$ cat src/rtl/vfd_ctl_consts.svh
// constants for the display-control register bank
`ifndef VFD_CTL_CONSTS_SVH
`define VFD_CTL_CONSTS_SVH

`define ADDR_FONT        8'h05
`define ADDR_CURSOR      8'h0F
`define ADDR_ANNUN       8'h10
`define ADDR_CONFIG      8'h04
`define CFG_SHUTDOWN     0
`define CFG_LOCK         1
`define CFG_RATE         2
`define CFG_FONT         3
`define CFG_SYNC         4
`define CFG_CLEAR        5
`define CFG_MODE         6
`define CFG_PHASE        7
`define CFG_RESET        8'h00
`define CUR_RESET        8'h60
`define ANN_RESET        8'h00
`define FONT_PTR_MAX     6'h2F
`define FONT_PTR_ZERO    6'h00
`define FONT_SET_FLAG    7
`define FONT_LAST_SET    8'hAF
`define CUR_BLINK        7
`define CUR_ROW          6
`define CUR_NONE_HI      6
`define CUR_NONE_LO      5
`define FONT_ENTRIES     48
`define MUX_PERIOD_NS    100000
`define CLK_PERIOD_NS    100
`define MUX_CYCLES       (`MUX_PERIOD_NS / `CLK_PERIOD_NS)
`define MUX_DIGITS       16
`define BLINK_SLOW_NS    1000000000
`define BLINK_FAST_NS    500000000
`define BLINK_SLOW_CYC   (`BLINK_SLOW_NS / `CLK_PERIOD_NS)
`define BLINK_FAST_CYC   (`BLINK_FAST_NS / `CLK_PERIOD_NS)

`endif

$ cat src/rtl/vfd_ctl_pkg.sv
// types for the display-control register bank
package vfd_ctl_pkg;

   typedef enum logic [1:0] {
      RUN_ST,
      DRAIN_ST,
      HALT_ST,
      FLUSH_ST
   } scan_state_type;

   typedef struct packed {
      logic       wr;
      logic       rd;
      logic [7:0] addr;
      logic [7:0] wdata;
   } reg_req_type;

   typedef struct packed {
      logic       tube_blank_out;
      logic       pump;
      logic       filament_drive_a;
      logic       filament_drive_b;
   } drive_out_type;

   typedef struct packed {
      logic [6:0] seg_lo;
      logic [6:0] seg_hi;
   } glyph_type;

endpackage

$ cat src/rtl/vfd_display_control_regs.sv
// display-control register bank: shutdown, font pointer, cursor, annunciators
// Contract
// config bit 0: 0 shutdown, 1 normal operation
// writes accepted in shutdown; display test overrides shutdown
// scan stops after current mux period, then blanking disables driver
// shutdown entry and exit leave all stored data untouched
// pump square wave held low in shutdown, resumes afterwards
// filament phase outputs held low in shutdown, restored afterwards
// blank whole first mux cycle after shutdown exit
// glyph byte 0 drives a..g, byte 1 g2..m, ignored for 7-segment
// writing 0x80 to 0x05 sets pointer zero; also reset value
// writing 0xAF sets pointer to highest entry 47
// pointer writes 0xB0 to 0xFF reset pointer to zero
// pointer read gives top bit 0 and the address below
// cursor bit 7 selects blinking: lit first half only
// cursor bit 6 row, low bits digit; bits 6 and 5 set hide cursor
// annunciator byte holds four two-bit fields, A1 in low bits
// field: 00 off, 01 first half, 10 second half, 11 on
// config bits 7..0: phase, mode, clear, sync, font, rate, lock, shutdown
// each font data access advances pointer by one afterwards; code holds the pointer at entry 47 and ignores further data
// blink rate bit: 0 slow 1 s halves, 1 fast 0.5 s halves
// config read returns live blink phase in top bit
`timescale 1ns/10ps
`include "vfd_ctl_consts.svh"

module vfd_display_control_regs
   import vfd_ctl_pkg::*;
#(
   parameter int unsigned BLINK_SLOW = `BLINK_SLOW_CYC,
   parameter int unsigned BLINK_FAST = `BLINK_FAST_CYC
)(
   input  wire logic          core_clk_i,
   input  wire logic          arst_n_i,
   input  wire logic          clk_en_i,
   input  wire reg_req_type   req_i,
   input  wire logic          display_test_i,
   input  wire logic          pump_clock_mode_i,
   input  wire logic          pump_wave_i,
   input  wire logic          filament_mode_a_i,
   input  wire logic          filament_mode_b_i,
   input  wire logic          filament_wave_a_i,
   input  wire logic          filament_wave_b_i,
   input  wire logic [5:0]    glyph_sel_i,
   input  wire logic [1:0]    seg_type_i,
   output logic [7:0]         rdata_o,
   output drive_out_type      drive_o,
   output logic               mux_clock_o,
   output logic               mux_cycle_end_o,
   output glyph_type          glyph_o,
   output logic [7:0]         cursor_o,
   output logic               cursor_lit_o,
   output logic [3:0]         annun_lit_o,
   output logic [7:0]         config_o,
   output logic               blink_phase_o
);

   // ------------------------------------------------------------
   // reset release
   // ------------------------------------------------------------
   logic       rst_meta;
   logic       rst_n;

   always_ff @(posedge core_clk_i or negedge arst_n_i)
   begin
      if (!arst_n_i)
      begin
         rst_meta <= 1'b0;
         rst_n    <= 1'b0;
      end
      else
      begin
         rst_meta <= 1'b1;
         rst_n    <= rst_meta;
      end
   end

   // ------------------------------------------------------------
   // register decode
   // ------------------------------------------------------------
   logic       wr_cfg;
   logic       wr_cur;
   logic       wr_ann;
   logic       acc_font;
   logic       font_ptr_wr;
   logic [7:0] cfg;
   logic [7:0] cursor;
   logic [7:0] annun;
   logic [5:0] font_ptr;
   logic       font_done;
   logic       blink_phase;
   logic [6:0] font_ram [0:`FONT_ENTRIES-1];

   // writes land in any scan state, shutdown included
   assign wr_cfg      = clk_en_i && req_i.wr && (req_i.addr == `ADDR_CONFIG);
   assign wr_cur      = clk_en_i && req_i.wr && (req_i.addr == `ADDR_CURSOR);
   assign wr_ann      = clk_en_i && req_i.wr && (req_i.addr == `ADDR_ANNUN);
   assign font_ptr_wr = clk_en_i && req_i.wr && (req_i.addr == `ADDR_FONT)
                        && req_i.wdata[`FONT_SET_FLAG];
   assign acc_font    = clk_en_i && (req_i.addr == `ADDR_FONT)
                        && ((req_i.wr && !req_i.wdata[`FONT_SET_FLAG]) || req_i.rd);

   always_ff @(posedge core_clk_i or negedge rst_n)
   begin
      if (!rst_n)
         cfg <= `CFG_RESET;
      else if (wr_cfg)
         cfg <= req_i.wdata;
   end

   always_ff @(posedge core_clk_i or negedge rst_n)
   begin
      if (!rst_n)
         cursor <= `CUR_RESET;
      else if (wr_cur)
         cursor <= req_i.wdata;
   end

   always_ff @(posedge core_clk_i or negedge rst_n)
   begin
      if (!rst_n)
         annun <= `ANN_RESET;
      else if (wr_ann)
         annun <= req_i.wdata;
   end

   // ------------------------------------------------------------
   // font pointer and glyph memory
   // ------------------------------------------------------------
   always_ff @(posedge core_clk_i or negedge rst_n)
   begin
      if (!rst_n)
      begin
         font_ptr  <= `FONT_PTR_ZERO;
         font_done <= 1'b0;
      end
      else if (font_ptr_wr)
      begin
         // out-of-range set values fold back to entry zero
         if (req_i.wdata > `FONT_LAST_SET)
            font_ptr <= `FONT_PTR_ZERO;
         else
            font_ptr <= req_i.wdata[5:0];
         font_done <= 1'b0;
      end
      else if (acc_font && !font_done)
      begin
         // last entry sticks; further data is ignored
         if (font_ptr == `FONT_PTR_MAX)
            font_done <= 1'b1;
         else
            font_ptr <= font_ptr + 6'h01;
      end
   end

   always_ff @(posedge core_clk_i)
   begin
      if (acc_font && req_i.wr && !font_done)
         font_ram[font_ptr] <= req_i.wdata[6:0];
   end

   logic [5:0] glyph_base;
   assign glyph_base = {glyph_sel_i[4:0], 1'b0};
   // byte 1 blanked on 7-segment digits
   always_ff @(posedge core_clk_i or negedge rst_n)
   begin
      if (!rst_n)
         glyph_o <= '0;
      else if (clk_en_i)
      begin
         glyph_o.seg_lo <= font_ram[glyph_base];
         glyph_o.seg_hi <= (seg_type_i == 2'b00) ? 7'h00 : font_ram[glyph_base + 6'h01];
      end
   end

   // ------------------------------------------------------------
   // read path
   // ------------------------------------------------------------
   always_ff @(posedge core_clk_i or negedge rst_n)
   begin
      if (!rst_n)
         rdata_o <= 8'h00;
      else if (clk_en_i && req_i.rd)
      begin
         case (req_i.addr)
            `ADDR_CONFIG: rdata_o <= {blink_phase, cfg[6:0]};
            `ADDR_FONT:   rdata_o <= {2'b00, font_ptr};
            `ADDR_CURSOR: rdata_o <= cursor;
            `ADDR_ANNUN:  rdata_o <= annun;
            default:      rdata_o <= 8'h00;
         endcase
      end
   end

   // ------------------------------------------------------------
   // multiplex timing and shutdown sequencing
   // ------------------------------------------------------------
   localparam int unsigned MUX_LEN = `MUX_CYCLES;
   logic [$clog2(MUX_LEN)-1:0] mux_cnt;
   logic [3:0]                 digit_cnt;
   logic                       period_end;
   logic                       cycle_end;
   logic                       want_sd;
   scan_state_type             state;
   scan_state_type             next_state;

   // display test keeps the scan running even with shutdown set
   assign want_sd    = !cfg[`CFG_SHUTDOWN] && !display_test_i;
   assign period_end = (mux_cnt == ($clog2(MUX_LEN))'(MUX_LEN - 1));
   assign cycle_end  = period_end && (digit_cnt == 4'(`MUX_DIGITS - 1));

   always_ff @(posedge core_clk_i or negedge rst_n)
   begin
      if (!rst_n)
      begin
         mux_cnt   <= '0;
         digit_cnt <= 4'h0;
      end
      else if (clk_en_i && state != HALT_ST)
      begin
         mux_cnt <= period_end ? '0 : mux_cnt + 1'b1;
         if (period_end)
            digit_cnt <= digit_cnt + 4'h1;
      end
      else if (clk_en_i)
         digit_cnt <= 4'h0;   // a flush out of halt then spans one whole cycle
   end

   always_comb
   begin
      next_state = state;
      case (state)
         RUN_ST:   if (want_sd) next_state = DRAIN_ST;
         DRAIN_ST: if (period_end) next_state = HALT_ST;
         HALT_ST:  if (!want_sd) next_state = FLUSH_ST;
         FLUSH_ST: if (want_sd ? period_end : cycle_end)
                      next_state = want_sd ? HALT_ST : RUN_ST;
         default:  next_state = RUN_ST;
      endcase
   end

   always_ff @(posedge core_clk_i or negedge rst_n)
   begin
      if (!rst_n)
         state <= HALT_ST;
      else if (clk_en_i)
         state <= next_state;
   end

   logic halted;
   assign halted = (state == HALT_ST);
   always_ff @(posedge core_clk_i or negedge rst_n)
   begin
      if (!rst_n)
         drive_o <= '{tube_blank_out: 1'b1, default: 1'b0};
      else if (clk_en_i)
      begin
         drive_o.tube_blank_out   <= (next_state == HALT_ST)
                                     || (next_state == FLUSH_ST);
         drive_o.pump             <= pump_clock_mode_i ?
                                     (pump_wave_i && !halted) : pump_wave_i;
         drive_o.filament_drive_a <= filament_mode_a_i ?
                                     (filament_wave_a_i && !halted) : filament_wave_a_i;
         drive_o.filament_drive_b <= filament_mode_b_i ?
                                     (filament_wave_b_i && !halted) : filament_wave_b_i;
      end
   end

   assign mux_clock_o     = !halted;
   assign mux_cycle_end_o = cycle_end && !halted;

   // ------------------------------------------------------------
   // blink timing, cursor and annunciators
   // ------------------------------------------------------------
   logic [31:0] blink_cnt;
   logic [31:0] blink_half;
   assign blink_half = cfg[`CFG_RATE] ? BLINK_FAST : BLINK_SLOW;

   always_ff @(posedge core_clk_i or negedge rst_n)
   begin
      if (!rst_n)
      begin
         blink_cnt   <= 32'h0;
         blink_phase <= 1'b0;
      end
      else if (clk_en_i && !halted)
      begin
         if (cfg[`CFG_SYNC] && cycle_end)
         begin
            blink_cnt   <= 32'h0;
            blink_phase <= 1'b0;
         end
         else if (blink_cnt >= blink_half - 32'h1)
         begin
            blink_cnt   <= 32'h0;
            blink_phase <= !blink_phase;
         end
         else
            blink_cnt <= blink_cnt + 32'h1;
      end
   end

   // phase 0 is the first half of the blink period
   assign cursor_lit_o = !(cursor[`CUR_NONE_HI] && cursor[`CUR_NONE_LO])
                         && (!cursor[`CUR_BLINK] || !blink_phase);
   genvar g;
   generate
      for (g = 0; g < 4; g++)
      begin : g_annun
         logic [1:0] fld;
         assign fld = annun[2*g +: 2];
         assign annun_lit_o[g] = fld[1] && fld[0]
                                 || (fld == 2'b01 && !blink_phase)
                                 || (fld == 2'b10 && blink_phase);
      end
   endgenerate

   assign cursor_o      = cursor;
   assign config_o      = cfg;
   assign blink_phase_o = blink_phase;
endmodule

$ cat config.mk
export PLATFORM = sky130hd
export DESIGN_NAME = vfd_display_control_regs
export DESIGN_NICKNAME = d
export VERILOG_FILES = /design/src/rtl/vfd_ctl_pkg.sv /design/src/rtl/vfd_display_control_regs.sv
export VERILOG_INCLUDE_DIRS = /design/src /design/src/rtl
export SDC_FILE = /design/constraint.sdc
export NUM_CORES = 1
export LEC_CHECK = 0
export ABC_AREA = 0
export BUFFER_PORTS_ARGS = -buffer_cell sky130_fd_sc_hd__buf_2
export CAP_MARGIN = 20
export CORE_MARGIN = 4
export CORE_UTILIZATION = 55
export DETAILED_ROUTE_END_ITERATION = 10
export GPL_ROUTABILITY_DRIVEN = 1
export GPL_TIMING_DRIVEN = 0
export HOLD_SLACK_MARGIN = 0.12
export PLACE_DENSITY = 0.72
export SLEW_MARGIN = 20
export SYNTH_ARGS = -nofsm -noshare
export SYNTH_HDL_FRONTEND = slang
export SYNTH_SLANG_ARGS = --single-unit
$ cat constraint.sdc
create_clock -name core_clk_i -period 3.5 [get_ports core_clk_i]
set_clock_uncertainty 0.15 [all_clocks]
set_input_delay 0.175 -clock core_clk_i [delete_from_list [all_inputs] [get_ports core_clk_i]]
set_output_delay 0.175 -clock core_clk_i [all_outputs]
set_load 0.02 [all_outputs]
==> flow_metrics.tcl <==
set metrics [dict create \
    outcome "finished clean" \
    via_count 10300 \
    worst_slew_pin_slew_ns 1.10 \
    num-fill-cells 2343 \
    synth_edf_count 336 \
    cts.path.max_buffers 3 \
    ant_nets 0 \
    first_global_vias 10600 \
    grt_pass1_wl_um 62000 \
    yosys.area.top_type "edfxtp_1" \
    synth_fp_nets 1135 \
    critPathArrivalTime_ns 3.37 \
    syn_avg_cell_area_um2 16.9 \
    finalInstanceArea_mm2 0.0211 \
    path_max_fanout 8 \
    antenna_found_initial 0 \
    drtIter0Drc 1067 \
    std_cell_rows 66 \
    cts_sinks 444 \
    grt_max_degree 54 \
    cts_buffers 46 \
    rsz0062_at_grt "false" \
    antenna_cells 0 \
    power_mw 11.7 \
    fin_util_pct 64.6 \
    drive_above_1_share_pct 25.1 \
    yosysSeqAreaShare_pct 69.8 \
    p_leak_nw 7.55 \
    clockRootBuffer "clkbuf_16" \
    viasPerCell 5.98 \
    remaining_drc_errors 0 \
    die-width_um 191 \
    synth_area_mm2 0.0183 \
    ys.flop_type "edfxtp_1" \
    dpl_cell_area_mm2 0.0193 \
    insertion_delay_ns 0.58 \
    yosysTopAreaCellShare_pct 55.1 \
    dr.pass1.iters 6 \
    die_h_um 191 \
    crit_start "req_i[12]" \
    finalSetupViolCount 0 \
    synth_seq_cells 444 \
    wire_per_inst_um 23.1 \
    synth.area.top_cells "edfxtp_1, dfrtp_1, mux4_2, nor2_1, mux2_2" \
    rrSetupSlack_ns 0.29 \
    relSlewSlack_pct 26.6 \
    crit-reg2reg-launch "config_o[2]" \
    hp-class "input pin to register" \
    cts_max_level 2 \
    postCtsSetupBuffers 0 \
    hold_viol_final 0 \
    rr_worst_depth 10 \
    syn_inst 1084 \
    fin_crit_sh_pct 95.0 \
    critPathKind "input pin to register" \
    finalMaxSlewViolations 0 \
    p_per_area_mw_per_mm2 554 \
    yosysWarningCount 0 \
    syn_to_final_growth_pct 15.3 \
    drt_wl_total_um 39600 \
    finalWeightedCongestion 0.812 \
    clock.fmax_mhz 301 \
    cp-end-kind "register" \
    io_pins 86 \
    coreArea_mm2 0.0327 \
    track_usage_pct 22.5 \
    dieArea_mm2 0.0363 \
    critPathRequiredTime_ns 3.55 \
    nets 1285 \
    cp-endpoint "font_ram[21][4]" \
    synth_cell_types 56 \
    min_period_ns 3.33 \
    overflow 0 \
    reg2reg_to "blink_cnt[8]" \
    port_buffers 79 \
    hpwlAfterDp_um 25200 \
    cp-start-kind "input pin" \
    cts_tree "built" \
    irDropWorstVdd_v 0.000448 \
    drv_cap 0 \
    clkTransAtPathRegs_ns 0.06 \
    start_util_pct 56.0 \
    synth-async-reset-ratio_pct 24.3 \
]
==> synthesized netlist by cell type (8+ instances only) <==
cell type	instances
edfxtp_1	336
nor2_1	114
dfrtp_1	104
mux4_2	98
nand2_1	46
mux2_2	37
clkbuf_1	32
o21ai_0	28
nand3_1	27
a21oi_1	24
xnor2_1	20
inv_1	18
nand4_1	18
ha_1	15
mux2i_1	14
and3_1	11
buf_2	11
nor3_1	10
xor2_1	10
a21o_1	9
a222oi_1	8
a22o_1	8
==> final cells by class <==
class,instances,area [um2],area share [%]
plain buffers,50,201,0.954
multi-input cells,572,5270,24.9
clock inverters,27,362,1.71
flip-flops and latches,444,12800,60.6
clock buffers,59,1210,5.73
repair buffers,102,661,3.13
inverters,18,67.6,0.320
well taps,442,553,2.62
==> critical path, cell delays in order <==
cell           delay [ns]
dlygate4sd3_1        0.56
buf_2                0.14
nand2b_1             0.15
or3_1                0.32
buf_2                0.18
or4_4                0.51
nor4b_2              0.31
nand2_1              0.30
nor2_1               0.72
==> worst min path at each step <==
stage / startpoint / to / slack, ns / cells past startpoint
after detailed placement: arst_n_i / rst_n / -0.18 / 1
after global placement: arst_n_i / rst_n / -0.19 / 1
after global routing: req_i[17] / font_ptr[0] / 0.19 / 3
after CTS: req_i[17] / font_ptr[0] / 0.13 / 3
after floorplan: arst_n_i / rst_meta / -0.27 / 0
final: req_i[17] / font_ptr[0] / 0.15 / 3
==> timing repair <==
item | in CTS | in global routing
gates resized for setup | 0 | 2
endpoints found under the hold margin | 45 | 0
setup endpoints to repair | 0 | 20
hold buffers | 21 | 0
==> metrics by stage <==
step                      setup WS, ns  setup TNS (ns)  std cells  hold WS [ns]
after detailed placement        -0.161           -4.58       1607        -0.185
after global routing            0.0232               0       1714         0.185
final                            0.175               0       1714         0.154
after floorplan                  0.126               0       1084        -0.271
after global placement           -1.28         -133.49       1605        -0.190
after CTS                        0.196               0       1714         0.125
==> per-layer routing <==
metal / track usage [%] / vias up / wire (um)
met4: 6.24 / 0 / 898
met5: 0 / - / 0
li1: - / 4570 / -
met1: 31.4 / 5281 / 16400
met2: 37.1 / 329 / 19900
met3: 4.05 / 73 / 2430
==> cells in the final DEF, fill, tap and decap left out, types with 21 or more instances in the layout <==
master         netlist  final
nand3_1             27     27
buf_2               11     90
dlygate4sd3_1        0     21
dfrtp_1            104    103
mux4_2              98     98
nor2_1             114    114
nand2_1             46     46
clkbuf_16            0     46
clkbuf_1            32     44
a21oi_1             24     24
edfxtp_1           336    336
mux2_2              37     37
o21ai_0             28     28
==> sequential cells by signal, summed over array words and instances (netlist names) <==
| signal | cells |
|---|---|
| annun | 8 |
| cursor_o | 8 |
| rst_meta | 1 |
| config_o | 8 |
| digit_cnt | 4 |
| glyph_o | 14 |
| rdata_o | 8 |
| drive_o | 4 |
| rst_n | 1 |
| font_ptr | 6 |
| font_ram | 336 |
| font_done | 1 |
| blink_phase_o | 1 |
| blink_cnt | 32 |
| state | 2 |
| mux_cnt | 10 |
==> report_power, final <==
part           total [mW]  leakage (nW)  internal [mW]  switching (mW)
Clock                5.05         0.759           3.00            2.05
Sequential           5.88          4.44           5.78           0.101
Combinational       0.766          2.34          0.307           0.459
==> logic make-up (layout without fill, tap and decap cells) <==
family | after synthesis | after routing | synth area share [%]
adder cells (fa/ha/maj) | 15 | 15 | 1.02
AND/OR/NAND/NOR | 270 | 270 | 7.16
multiplexers | 149 | 149 | 15.1
buffers and inverters | 68 | 256 | 1.47
XOR/XNOR | 30 | 30 | 1.43
AO/OA/AOI/OAI | 107 | 107 | 3.97
flip-flops | 444 | 444 | 69.8
other | 1 | 1 | 0.0205
(Power assumes the default switching activity.)
